--- src/hw/qha_pkg.sv ---
// Constants shared by the queue host access design
package qha_pkg;

	// =====================================================
	// Widths
	localparam int ADDR_W = 10;
	localparam int DATA_W = 32;
	localparam int PTR_W = 7;
	localparam int MODE_W = 2;
	localparam int FIFO_DEPTH = 16;
	localparam int FIFO_W = DATA_W + 1;
	localparam int LEVEL_W = $clog2(FIFO_DEPTH) + 1;

	// =====================================================
	// Register offsets
	localparam logic [ADDR_W-1:0] OFS_TX_DATA = 10'h00c;
	localparam logic [ADDR_W-1:0] OFS_RX_DATA = 10'h010;
	localparam logic [ADDR_W-1:0] OFS_PTRS = 10'h018;
	localparam logic [ADDR_W-1:0] OFS_STATE = 10'h01c;
	localparam logic [ADDR_W-1:0] OFS_DMA = 10'h100;
	localparam logic [ADDR_W-1:0] OFS_RX_PKT = 10'h104;

	// =====================================================
	// Field positions
	localparam int PTR_LAST_LSB = 16;
	localparam int PTR_FIRST_LSB = 0;
	localparam int ST_READY_BIT = 31;
	localparam int ST_PMASK_BIT = 30;
	localparam int ST_MODE_LSB = 24;
	localparam int ST_EOP_BIT = 18;
	localparam int ST_ABOVE_BIT = 17;
	localparam int ST_BELOW_BIT = 16;
	localparam int ST_THR_LSB = 8;
	localparam int ST_COUNT_LSB = 0;
	localparam int DMA_RD_BIT = 17;
	localparam int DMA_WR_BIT = 16;
	localparam int DMA_ADDR_LSB = 0;
	localparam int RXP_DONE_BIT = 31;

	// =====================================================
	// Reset values
	localparam logic [DATA_W-1:0] REG_RESET = 32'h0000_0000;
	localparam logic [PTR_W-1:0] PTR_RESET = 7'h00;
	localparam int STATIC_Q_A = 2;
	localparam int STATIC_Q_B = 5;
	localparam logic [PTR_W-1:0] STATIC_A_FIRST = 7'h01;
	localparam logic [PTR_W-1:0] STATIC_A_LAST = 7'h01;
	localparam logic [PTR_W-1:0] STATIC_B_FIRST = 7'h02;
	localparam logic [PTR_W-1:0] STATIC_B_LAST = 7'h02;

	// =====================================================
	// Data-ready modes
	typedef enum logic [MODE_W-1:0] {
		QHA_MODE_FIRST = 2'h0,
		QHA_MODE_ABOVE = 2'h1,
		QHA_MODE_LAST_PACKET_END_POINTER = 2'h2,
		QHA_MODE_EITHER = 2'h3
	} qha_mode_t;

endpackage : qha_pkg

--- src/hw/qha_fifo.sv ---
// Word FIFO with valid/ready on both sides
`timescale 1ns/1ps

module qha_fifo #(
	parameter int WIDTH = 33,
	parameter int DEPTH = 16
) (
	input wire logic clk_i,
	input wire logic rstn_i,
	input wire logic in_valid_i,
	output logic in_ready_o,
	input wire logic [WIDTH-1:0] in_data_i,
	output logic out_valid_o,
	input wire logic out_ready_i,
	output logic [WIDTH-1:0] out_data_o,
	output logic [$clog2(DEPTH):0] level_o
);
	localparam int AW = $clog2(DEPTH);

	logic [WIDTH-1:0] mem [DEPTH];
	logic [AW-1:0] wr_ptr_reg;
	logic [AW-1:0] rd_ptr_reg;
	logic [AW:0] level_reg;
	logic push;
	logic pop;

	assign in_ready_o = (level_reg != (AW+1)'(DEPTH));
	assign out_valid_o = (level_reg != '0);
	assign push = in_valid_i & in_ready_o;
	assign pop = out_valid_o & out_ready_i;
	assign out_data_o = mem[rd_ptr_reg];
	assign level_o = level_reg;

	always_ff @(posedge clk_i) begin
		if (push) begin
			mem[wr_ptr_reg] <= in_data_i;
		end
	end

	always_ff @(posedge clk_i or negedge rstn_i) begin
		if (!rstn_i) begin
			wr_ptr_reg <= '0;
			rd_ptr_reg <= '0;
			level_reg <= '0;
		end else begin
			wr_ptr_reg <= wr_ptr_reg + AW'(push);
			rd_ptr_reg <= rd_ptr_reg + AW'(pop);
			level_reg <= level_reg + (AW+1)'(push) - (AW+1)'(pop);
		end
	end

endmodule : qha_fifo

--- src/hw/qha_ready_eval.sv ---
// Threshold compare and data-ready condition for one queue
`timescale 1ns/1ps

module qha_ready_eval (
	input wire logic [6:0] count_i,
	input wire logic [6:0] thr_i,
	input wire qha_pkg::qha_mode_t mode_i,
	input wire logic first_nz_i,
	input wire logic last_packet_end_pointer_nz_i,
	input wire logic pause_i,
	input wire logic pmask_i,
	output logic above_o,
	output logic below_o,
	output logic set_o
);
	import qha_pkg::*;

	logic cond;
	logic blocked;

	// Equal count leaves both flags low
	assign above_o = (count_i > thr_i);
	assign below_o = (count_i < thr_i);

	// Mode selects the data-ready source
	assign cond = (mode_i == QHA_MODE_FIRST) ? first_nz_i :
		(mode_i == QHA_MODE_ABOVE) ? above_o :
		(mode_i == QHA_MODE_LAST_PACKET_END_POINTER) ? last_packet_end_pointer_nz_i :
		(above_o | last_packet_end_pointer_nz_i);

	// Pause only holds off the flag when the mask is clear
	assign blocked = pause_i & ~pmask_i;
	assign set_o = cond & ~blocked;

endmodule : qha_ready_eval

--- src/hw/qha_queue_regs.sv ---
// Per-queue host access registers with data queue and DMA steering
`timescale 1ns/1ps
// =====================================================
// Functional notes
// - Host write appends full word to queue
// - Host read pops and returns queue head
// - Last pointer in bits 22:16, read/write
// - First pointer in bits 6:0, read/write
// - Static queues reset pointers to nonzero defaults
// - Mode field selects data-ready set condition
// - Pause blocks data-ready unless mask set
// - End-of-packet bit shows marker in queue
// - Count compared with threshold, above and below
// - Count field reports blocks held by queue
// - Static queues report only bits 31:30 of the status word
// - Read mode holds until host write clears
// - Write mode holds until host read clears
// - Address field steers all DMA-mode accesses
// - Packet status register done flag at 0x104

module qha_queue_regs #(
	parameter int QUEUE_NUM = 0
) (
	input wire logic CLOCK_I,
	input wire logic RSTN_I,
	input wire logic [qha_pkg::ADDR_W-1:0] HOST_ADDR_I,
	input wire logic HOST_WR_I,
	input wire logic HOST_RD_I,
	input wire logic [qha_pkg::DATA_W-1:0] HOST_WDATA_I,
	input wire logic HOST_EOP_I,
	input wire logic PAUSE_I,
	output logic [qha_pkg::DATA_W-1:0] HOST_RDATA_O,
	output logic HOST_RVALID_O,
	output logic TX_READY_O,
	output logic QUEUE_READY_O,
	output logic DMA_READ_MODE_O,
	output logic DMA_WRITE_MODE_O
);
	import qha_pkg::*;

	// =====================================================
	// Reset values that depend on the queue number
	localparam logic IS_STATIC =
		(QUEUE_NUM == STATIC_Q_A) || (QUEUE_NUM == STATIC_Q_B);
	localparam logic [PTR_W-1:0] FIRST_RST =
		(QUEUE_NUM == STATIC_Q_A) ? STATIC_A_FIRST :
		(QUEUE_NUM == STATIC_Q_B) ? STATIC_B_FIRST : PTR_RESET;
	localparam logic [PTR_W-1:0] LAST_RST =
		(QUEUE_NUM == STATIC_Q_A) ? STATIC_A_LAST :
		(QUEUE_NUM == STATIC_Q_B) ? STATIC_B_LAST : PTR_RESET;

	// =====================================================
	// Registers
	logic [PTR_W-1:0] first_reg;
	logic [PTR_W-1:0] first_next;
	logic [PTR_W-1:0] last_reg;
	logic [PTR_W-1:0] last_next;
	logic [PTR_W-1:0] thr_reg;
	logic [PTR_W-1:0] thr_next;
	qha_mode_t mode_reg;
	qha_mode_t mode_next;
	logic pmask_reg;
	logic pmask_next;
	logic qdr_reg;
	logic qdr_next;
	logic dma_rd_reg;
	logic dma_rd_next;
	logic dma_wr_reg;
	logic dma_wr_next;
	logic [ADDR_W-1:0] dma_addr_reg;
	logic [ADDR_W-1:0] dma_addr_next;
	logic [LEVEL_W-1:0] eop_cnt_reg;
	logic [LEVEL_W-1:0] eop_cnt_next;
	logic [DATA_W-1:0] rdata_reg;
	logic rvalid_reg;

	// =====================================================
	// Address steering and decode
	logic [ADDR_W-1:0] wr_addr;
	logic [ADDR_W-1:0] rd_addr;
	logic wr_tx;
	logic wr_ptrs;
	logic wr_state;
	logic wr_dma;
	logic rd_rx;
	logic rd_dma;

	// In DMA mode every access of that direction lands on one address
	assign wr_addr = dma_wr_reg ? dma_addr_reg : HOST_ADDR_I;
	assign rd_addr = dma_rd_reg ? dma_addr_reg : HOST_ADDR_I;
	assign wr_tx = HOST_WR_I & (wr_addr == OFS_TX_DATA);
	assign wr_ptrs = HOST_WR_I & (wr_addr == OFS_PTRS);
	assign wr_state = HOST_WR_I & (wr_addr == OFS_STATE);
	assign wr_dma = HOST_WR_I & (wr_addr == OFS_DMA);
	assign rd_rx = HOST_RD_I & (rd_addr == OFS_RX_DATA);
	assign rd_dma = HOST_RD_I & (rd_addr == OFS_DMA);

	// =====================================================
	// Data queue
	logic push;
	logic pop;
	logic in_ready;
	logic out_valid;
	logic [FIFO_W-1:0] head;
	logic [LEVEL_W-1:0] level;
	logic head_eop;

	// A full queue drops the write; software watches the ready output
	assign push = wr_tx & in_ready;
	// Reading an empty queue pops nothing and returns zero
	assign pop = rd_rx & out_valid;
	assign head_eop = head[FIFO_W-1];
	assign TX_READY_O = in_ready;

	qha_fifo #(
		.WIDTH(FIFO_W),
		.DEPTH(FIFO_DEPTH)
	) u_fifo (
		.clk_i(CLOCK_I),
		.rstn_i(RSTN_I),
		.in_valid_i(wr_tx),
		.in_ready_o(in_ready),
		.in_data_i({HOST_EOP_I, HOST_WDATA_I}),
		.out_valid_o(out_valid),
		.out_ready_i(rd_rx),
		.out_data_o(head),
		.level_o(level)
	);

	// =====================================================
	// End-of-packet tracking and count
	logic eop_present;
	logic [PTR_W-1:0] count;

	assign eop_cnt_next = eop_cnt_reg
		+ LEVEL_W'(push & HOST_EOP_I)
		- LEVEL_W'(pop & head_eop);
	assign eop_present = (eop_cnt_reg != '0);
	// One word per block in this queue
	assign count = PTR_W'(level);

	// =====================================================
	// Status evaluation
	logic above;
	logic below;
	logic ready_set;

	qha_ready_eval u_eval (
		.count_i(count),
		.thr_i(thr_reg),
		.mode_i(mode_reg),
		.first_nz_i(first_reg != PTR_RESET),
		.last_packet_end_pointer_nz_i(eop_present),
		.pause_i(PAUSE_I),
		.pmask_i(pmask_reg),
		.above_o(above),
		.below_o(below),
		.set_o(ready_set)
	);

	// =====================================================
	// Register next values
	assign first_next = wr_ptrs ?
		HOST_WDATA_I[PTR_FIRST_LSB +: PTR_W] : first_reg;
	assign last_next = wr_ptrs ?
		HOST_WDATA_I[PTR_LAST_LSB +: PTR_W] : last_reg;
	assign thr_next = wr_state ?
		HOST_WDATA_I[ST_THR_LSB +: PTR_W] : thr_reg;
	assign mode_next = wr_state ?
		qha_mode_t'(HOST_WDATA_I[ST_MODE_LSB +: MODE_W]) : mode_reg;
	assign pmask_next = wr_state ?
		HOST_WDATA_I[ST_PMASK_BIT] : pmask_reg;
	// Hardware set wins over a clearing write in the same cycle
	assign qdr_next = ready_set |
		(wr_state ? HOST_WDATA_I[ST_READY_BIT] : qdr_reg);
	assign dma_rd_next = wr_dma ?
		HOST_WDATA_I[DMA_RD_BIT] : dma_rd_reg;
	// A write that sets the bit beats a read clearing it
	assign dma_wr_next = wr_dma ? HOST_WDATA_I[DMA_WR_BIT] :
		(rd_dma ? 1'b0 : dma_wr_reg);
	assign dma_addr_next = wr_dma ?
		HOST_WDATA_I[DMA_ADDR_LSB +: ADDR_W] : dma_addr_reg;

	// =====================================================
	// Read data selection
	logic [DATA_W-1:0] ptr_word;
	logic [DATA_W-1:0] state_word;
	logic [DATA_W-1:0] dma_word;
	logic [DATA_W-1:0] rxp_word;
	logic [DATA_W-1:0] rd_word;

	always_comb begin
		ptr_word = REG_RESET;
		ptr_word[PTR_FIRST_LSB +: PTR_W] = first_reg;
		ptr_word[PTR_LAST_LSB +: PTR_W] = last_reg;
		state_word = REG_RESET;
		state_word[ST_READY_BIT] = qdr_reg;
		state_word[ST_PMASK_BIT] = pmask_reg;
		// Static queues keep only the two top bits meaningful
		if (!IS_STATIC) begin
			state_word[ST_MODE_LSB +: MODE_W] = mode_reg;
			state_word[ST_EOP_BIT] = eop_present;
			state_word[ST_ABOVE_BIT] = above;
			state_word[ST_BELOW_BIT] = below;
			state_word[ST_THR_LSB +: PTR_W] = thr_reg;
			state_word[ST_COUNT_LSB +: PTR_W] = count;
		end
		dma_word = REG_RESET;
		dma_word[DMA_RD_BIT] = dma_rd_reg;
		dma_word[DMA_WR_BIT] = dma_wr_reg;
		dma_word[DMA_ADDR_LSB +: ADDR_W] = dma_addr_reg;
		rxp_word = REG_RESET;
		// Done means an end-of-packet word sits in the queue
		rxp_word[RXP_DONE_BIT] = eop_present;
	end

	// Transmit port reads as zero, as do unmapped offsets
	assign rd_word =
		(rd_addr == OFS_RX_DATA) ?
			(out_valid ? head[DATA_W-1:0] : REG_RESET) :
		(rd_addr == OFS_PTRS) ? ptr_word :
		(rd_addr == OFS_STATE) ? state_word :
		(rd_addr == OFS_DMA) ? dma_word :
		(rd_addr == OFS_RX_PKT) ? rxp_word : REG_RESET;

	// =====================================================
	// Flip-flops
	always_ff @(posedge CLOCK_I or negedge RSTN_I) begin
		if (!RSTN_I) begin
			first_reg <= FIRST_RST;
			last_reg <= LAST_RST;
			thr_reg <= PTR_RESET;
			mode_reg <= QHA_MODE_FIRST;
			pmask_reg <= 1'b0;
			qdr_reg <= 1'b0;
		end else begin
			first_reg <= first_next;
			last_reg <= last_next;
			thr_reg <= thr_next;
			mode_reg <= mode_next;
			pmask_reg <= pmask_next;
			qdr_reg <= qdr_next;
		end
	end

	always_ff @(posedge CLOCK_I or negedge RSTN_I) begin
		if (!RSTN_I) begin
			dma_rd_reg <= 1'b0;
			dma_wr_reg <= 1'b0;
			dma_addr_reg <= '0;
			eop_cnt_reg <= '0;
		end else begin
			dma_rd_reg <= dma_rd_next;
			dma_wr_reg <= dma_wr_next;
			dma_addr_reg <= dma_addr_next;
			eop_cnt_reg <= eop_cnt_next;
		end
	end

	always_ff @(posedge CLOCK_I or negedge RSTN_I) begin
		if (!RSTN_I) begin
			rdata_reg <= REG_RESET;
			rvalid_reg <= 1'b0;
		end else begin
			rdata_reg <= HOST_RD_I ? rd_word : rdata_reg;
			rvalid_reg <= HOST_RD_I;
		end
	end

	assign HOST_RDATA_O = rdata_reg;
	assign HOST_RVALID_O = rvalid_reg;
	assign QUEUE_READY_O = qdr_reg;
	assign DMA_READ_MODE_O = dma_rd_reg;
	assign DMA_WRITE_MODE_O = dma_wr_reg;
endmodule : qha_queue_regs

--- config.mk ---
export PLATFORM = sky130hd
export DESIGN_NAME = qha_queue_regs
export DESIGN_NICKNAME = d
export VERILOG_FILES = /design/src/hw/qha_pkg.sv /design/src/hw/qha_fifo.sv /design/src/hw/qha_ready_eval.sv /design/src/hw/qha_queue_regs.sv
export SDC_FILE = /design/constraint.sdc
export NUM_CORES = 1
export LEC_CHECK = 0
export BUFFER_PORTS_ARGS = -buffer_cell sky130_fd_sc_hd__buf_2
export CORE_MARGIN = 2
export CORE_UTILIZATION = 39
export CTS_CLUSTER_SIZE = 10
export DETAILED_ROUTE_END_ITERATION = 16
export PLACE_DENSITY = 0.54
export SYNTH_ARGS = -nofsm -noshare
export SYNTH_HDL_FRONTEND = slang
export SYNTH_SLANG_ARGS = --single-unit
--- constraint.sdc ---
create_clock -name CLOCK_I -period 9.18 [get_ports CLOCK_I]
set_input_delay 1.377 -clock CLOCK_I [delete_from_list [all_inputs] [get_ports CLOCK_I]]
set_output_delay 1.377 -clock CLOCK_I [all_outputs]
set_load 0.02 [all_outputs]
## Yosys cells after proc, flatten, opt, wreduce, memory -nomap -nowiden

Memories as Yosys holds them, arrays and structs flattened.
Cells that the tools add are included.

- Register bits after elaboration: 88
- RAM bits: 528
- Bits of input ports: 48
- Output and inout bits: 37
- Logic and storage cells: 73
- Memories: 1

Memories:

| name | depth | bits a word | read ports | clocked after memory_dff | write ports | RTL line | source |
|---|---|---|---|---|---|---|---|
| u_fifo.mem | 16 | 33 | 1 | 0 | 1 | qha_fifo.sv:20 | `logic [WIDTH-1:0] mem [DEPTH];` |

- Add/sub/neg operators: 6
- Magnitude comparators: 2
- Eq/ne operators: 12
- Muxes and demuxes: 16
- Bitwise gates (word level): 16
- Reduce and logical (&&, ||, !) cells: 5

Operators by type and width:

| operator | number |
|---|---|
| 32-bit 2-to-1 mux | 6 |
| 10-bit by 5-bit equality test with 1-bit output (second input constant) | 5 |
| 10-bit by 9-bit equality test with 1-bit output (second input constant) | 3 |
| 10-bit 2-to-1 mux | 2 |
| 1-bit bitwise AND | 12 |
| 5-bit by 1-bit adder with 5-bit output | 2 |
| 10-bit by 4-bit equality test with 1-bit output (second input constant) | 1 |
| 5-bit nonzero test | 2 |
| 5-bit by 1-bit subtractor with 5-bit output | 2 |
| 4-bit by 1-bit adder with 4-bit output | 2 |
| 1-bit 2-to-1 mux | 8 |
| 5-bit by 7-bit > comparator with 1-bit output | 1 |
| 5-bit by 7-bit < comparator with 1-bit output | 1 |
| 7-bit nonzero test | 1 |
| 5-bit inequality test (second input constant) | 1 |
| 2-bit by 1-bit equality test with 1-bit output (second input constant) | 1 |
| 2-bit equality test (second input constant) | 1 |
| 2-bit logical NOT | 1 |
| 1-bit NOT | 2 |
| 1-bit bitwise OR | 2 |
| 2-bit nonzero test | 1 |

## Longest topological paths before layout

- Depth in word-level cells: 7
- Gate-level depth with buffers: 21
- Gate-level depth less buffers: 19

## By module

A second synthesis with hierarchy kept.

- Cell total of the unflattened synthesis: 1435
- Area total of the unflattened synthesis: 25240.5 um^2

Modules (own cells, without submodules):

| module | instances | cells an instance | area each (um^2) | seq. area each (um^2) |
|---|---|---|---|---|
| qha_fifo | 1 | 1024 | 21036.4 | 16180.5 |
| qha_queue_regs | 1 | 381 | 3960.0 | 1876.8 |
| qha_ready_eval | 1 | 30 | 244.0 | 0.0 |

## Worst setup path before layout

Ideal clock, no wire load.

- Kind: input port to flip-flop
- From: input port HOST_ADDR_I[9] (netlist name)
- To: memory u_fifo.mem[0][0], enable pin
- Library setup time: 464 ps
- Arrival time: 4854 ps
- Data required time: 8716 ps
- Setup slack: 3862 ps
- Cell stages on the path: 6
- Buffers on the path: 0
- Cell sequence: nor4_4 a32oi_1 nor4b_2 nor2b_1 nand2b_1 nor3_1

- Longest elaborated chain between the ends: 6

RTL lines:

| what | RTL line | source |
|---|---|---|
| start, declared | qha_queue_regs.sv:26 | `input wire logic [qha_pkg::ADDR_W-1:0] HOST_ADDR_I,` |
| 10-bit 2-to-1 mux | qha_queue_regs.sv:89 | `assign wr_addr = dma_wr_reg ? dma_addr_reg : HOST_ADDR_I;` |
| 10-bit by 4-bit equality test with 1-bit output | qha_queue_regs.sv:91 | `assign wr_tx = HOST_WR_I & (wr_addr == OFS_TX_DATA);` |
| 1-bit bitwise AND | qha_queue_regs.sv:91 |  |
| 1-bit bitwise AND | qha_fifo.sv:29 | `assign push = in_valid_i & in_ready_o;` |
| 1-bit 2-to-1 mux | qha_fifo.sv:35 | `if (push) begin` |
| 1-bit 2-to-1 mux (not written as such) | qha_fifo.sv:36 | `mem[wr_ptr_reg] <= in_data_i;` |
| end, declared | qha_fifo.sv:20 |  |

No other way between the ends.

## Worst setup path in the final report

- From: input port HOST_ADDR_I[9] (netlist name)
- To: register eop_cnt_reg[4]

- Longest elaborated chain between the ends: 7
- Elaborated cells between the ends (all ways): 12
- Those cells by class: add/sub (2); eq/ne (2); mux (2); bitwise (6)

RTL lines:

| what | RTL line | source |
|---|---|---|
| 10-bit 2-to-1 mux | qha_queue_regs.sv:89 |  |
| 10-bit by 4-bit equality test with 1-bit output | qha_queue_regs.sv:91 |  |
| 1-bit bitwise AND | qha_queue_regs.sv:91 |  |
| 1-bit bitwise AND | qha_queue_regs.sv:109 | `assign push = wr_tx & in_ready;` |
| 1-bit bitwise AND | qha_queue_regs.sv:136 | `+ LEVEL_W'(push & HOST_EOP_I)` |
| 5-bit by 1-bit adder with 5-bit output | qha_queue_regs.sv:136 |  |
| 5-bit by 1-bit subtractor with 5-bit output * | qha_queue_regs.sv:137 | `- LEVEL_W'(pop & head_eop);` |
| named net eop_cnt_next[4] | qha_queue_regs.sv:73 | `logic [LEVEL_W-1:0] eop_cnt_next;` |
| end signal, assigned | qha_queue_regs.sv:256 | `eop_cnt_reg <= eop_cnt_next;` |
| end, declared | qha_queue_regs.sv:72 | `logic [LEVEL_W-1:0] eop_cnt_reg;` |

The timed path passes the listed nets; every way through them passes the cells marked *.
A chain may end at the register's enable or synchronous reset.

==> flow_metrics.env <==
export IMPL_fin_worst_skew_ns=0.0215
export IMPL_detail_route_drc_violations=0
export IMPL_postRouteAntennaNets=0
export IMPL_grt_max_degree=109
export IMPL_rows=92
export IMPL_antenna_violations_before_repair=1
export IMPL_number_of_distinct_library_cells_after_synthesis=63
export IMPL_avgSynthCellArea_um2=19.8
export IMPL_layout_drive_gt1_share_pct=26.9
export IMPL_finalWeightedCongestion=0.781
export IMPL_detail_route_first_pass_iterations=5
export IMPL_critical_path_endpoint_type="flop"
export IMPL_crit_fanout=20
export IMPL_synth_yosys_seq_area_share_pct=73.2
export IMPL_timing_worst_setup_path_type="in2reg"
export IMPL_largest_register_ffs=528
export IMPL_crit_path_start_kind="input port"
export IMPL_clock_tree_buffer_depth=3
export IMPL_antenna_fix_cells=0
export IMPL_synth_ff_latch_count=616
export IMPL_drv_max_cap_violation_count=0
export IMPL_io_pins=85
export IMPL_globalRouteOverflowTotal=0
export IMPL_cp_required_ns=9.67
export IMPL_cts_buffers=73
export IMPL_finalNetCount=1444
export IMPL_cts_root_buf="sky130_fd_sc_hd__clkbuf_16"
export IMPL_yosys_warnings=0
export IMPL_clkSinkCount=616
export IMPL_post_route_min_period_ns=4.22
export IMPL_routed_wire_length_per_instance_um=26.9
export IMPL_area_growth_synth_to_final_pct=14.6
export IMPL_netlist_instances=1245
export IMPL_arrival_time_reported_for_the_critical_path_endpoint_ns=4.70
export IMPL_power_leakage_nw=9.91
export IMPL_synth_edff_count=528
export IMPL_run_status="completed"
export IMPL_cts_reportedPaths_clkPinSlew_ns=0.05
export IMPL_synthFlopType="sky130_fd_sc_hd__edfxtp_1"
export IMPL_synth_area_um2=24700
export IMPL_endpoints_failing_setup=0
export IMPL_die_area_um2=65300
export IMPL_powerDensity_nw_per_um2=212
export IMPL_max_slew_margin_pct=25.9
export IMPL_rsz0062_at_grt="false"
export IMPL_vdd_drop_max_uv=163
export IMPL_final_setup_tns_ns=0
export IMPL_layout_common_cells="sky130_fd_sc_hd__edfxtp_1 (528), sky130_fd_sc_hd__mux4_2 (102), sky130_fd_sc_hd__dfrtp_1 (84)"
export IMPL_synth_fp_nets=1315
export IMPL_layout_cells_most_common="sky130_fd_sc_hd__edfxtp_1"
export IMPL_grt_util_all_layers_pct=18.9
export IMPL_dp_final_hpwl_um=36100
export IMPL_cts_tree="yes"
export IMPL_drt_iter0_markers=966
export IMPL_start_util_pct=39.2
export IMPL_core_area_um2=62900
export IMPL_synth_top_area_share_pct=64.3
export IMPL_synth_top_cell_by_area="sky130_fd_sc_hd__edfxtp_1"
export IMPL_worstMarginPinSlew_ns=1.11
export IMPL_grt_first_pass_wirelength_um=90300
export IMPL_timing_final_crit_share_pct=45.9
export IMPL_hold_viol_final=0
export IMPL_worstSkewPairLatency_ns=0.61
export IMPL_vias_per_cell=5.52
export IMPL_die_y_um=255
export IMPL_first_global_vias=12900
export IMPL_cts_hold_buffers=0
export IMPL_post_cts_setup_buffers=0
export IMPL_routed_wl_um=61300
export IMPL_dr_total_vias=12600
export IMPL_cts_htree_levels=3
export IMPL_post_synthesis_async_set_or_reset_flop_share_pct=14.3
export IMPL_slew_viol_final=0
export IMPL_worst_hold_path_type="reg2reg"
export IMPL_port_buffers=84
export IMPL_post_cts_resized_instances=0
export IMPL_synth_area_top_cells="sky130_fd_sc_hd__edfxtp_1 (64%), sky130_fd_sc_hd__mux4_2 (9.3%), sky130_fd_sc_hd__dfrtp_1 (8.9%), sky130_fd_sc_hd__mux4_1 (2.0%), sky130_fd_sc_hd__mux2_2 (1.9%)"
export IMPL_dieWidth_um=255
export IMPL_max_clock_freq_mhz=237
export IMPL_timing_hold_ws_ns=0.477
## through the flow
step | utilization [%] | cells | power [W] | setup slack [ns] | instance area (um2)
floorplan | - | 1245 | 0.00332 | 3.86 | 24700
global placement | 41.6 | 2145 | 0.00343 | 4.34 | 26100
detailed placement | 41.6 | 2145 | 0.00344 | 4.33 | 26100
CTS | 45.0 | 2276 | 0.00606 | 4.99 | 28300
global route | 45.0 | 2276 | 0.00620 | 4.72 | 28300
finish | 45.0 | 2276 | 0.00600 | 4.96 | 28300
## cell families after synthesis
| family | Yosys count | synth area share [%] |
|---|---|---|
| DFF | 616 | 73.2 |
| muxes | 219 | 15.7 |
| AOI/OAI and AO/OA | 163 | 4.54 |
| and+or+nand+nor | 120 | 2.74 |
| buffers and inverters | 92 | 2.14 |
| adders and majority gates | 22 | 1.18 |
| xor gates and xnor gates | 13 | 0.492 |
## worst paths after layout
check / startpoint / to / slack (ns) / depth (start not counted)
setup / recovery: HOST_ADDR_I[9] / eop_cnt_reg[4] / 4.96 / 20
hold / removal: HOST_RDATA_O[15] / HOST_RDATA_O[15] / 0.48 / 1
setup reg to reg: u_fifo.rd_ptr_reg[1] / eop_cnt_reg[4] / 5.20 / 15
hold reg to reg: HOST_RDATA_O[15] / HOST_RDATA_O[15] / 0.48 / 1
max in group asynchronous: RSTN_I / dma_addr_reg[4] / 7.24 / 2
min in group asynchronous: RSTN_I / HOST_RDATA_O[15] / 0.77 / 1
## final cells by class
type                       count  area [um2]
tap                          846        1060
clock buffer                 121        2050
fill                        5414       34600
sequential                   616       18100
multi-input combinational    537        6200
timing repair buffer         117         683
clock inverter                10        96.3
inverter                      29         114
## report_power, final
| group | leakage, nW | switching (W) | internal [W] |
|---|---|---|---|
| clock network | 1.02 | 0.00109 | 0.00153 |
| registers | 5.91 | 0.0000373 | 0.00307 |
| logic | 2.97 | 0.000166 | 0.000111 |
## layer usage
| layer | vias to the layer above | global-route usage [%] | wire (um) |
|---|---|---|---|
| met3 | 89 | 3.06 | 3180 |
| li1 | 5378 | - | - |
| met1 | 6692 | 26.8 | 27200 |
| met5 | - | 0 | 13 |
| met2 | 393 | 29.7 | 29100 |
| met4 | 2 | 6.86 | 1770 |
## synthesized netlist by cell type, types with 20 or more instances
library cell,n
sky130_fd_sc_hd__a221oi_1,20
sky130_fd_sc_hd__dfrtp_1,88
sky130_fd_sc_hd__edfxtp_1,528
sky130_fd_sc_hd__mux2_2,42
sky130_fd_sc_hd__mux4_2,102
sky130_fd_sc_hd__ha_1,20
sky130_fd_sc_hd__a21oi_1,30
sky130_fd_sc_hd__o21ai_0,31
sky130_fd_sc_hd__clkbuf_1,22
sky130_fd_sc_hd__inv_1,27
sky130_fd_sc_hd__nor2_1,37
sky130_fd_sc_hd__mux2i_1,47
## critical path, stage by stage
cell	delay, ns
sky130_fd_sc_hd__buf_2	0.11
sky130_fd_sc_hd__nor4_4	0.30
sky130_fd_sc_hd__nand4bb_1	0.20
sky130_fd_sc_hd__a211o_1	0.33
sky130_fd_sc_hd__buf_4	0.18
sky130_fd_sc_hd__or2_1	0.21
sky130_fd_sc_hd__buf_4	0.24
sky130_fd_sc_hd__clkinv_4	0.18
sky130_fd_sc_hd__o221ai_2	0.11
sky130_fd_sc_hd__a21oi_2	0.11
sky130_fd_sc_hd__ha_1	0.23
sky130_fd_sc_hd__inv_1	0.06
sky130_fd_sc_hd__ha_1	0.15
sky130_fd_sc_hd__inv_1	0.06
sky130_fd_sc_hd__fa_1	0.43
sky130_fd_sc_hd__inv_1	0.07
sky130_fd_sc_hd__a21oi_1	0.06
sky130_fd_sc_hd__nor2_1	0.09
sky130_fd_sc_hd__nor2_1	0.06
sky130_fd_sc_hd__xnor2_1	0.11
Note: power is estimated with default switching activity, not from simulation.
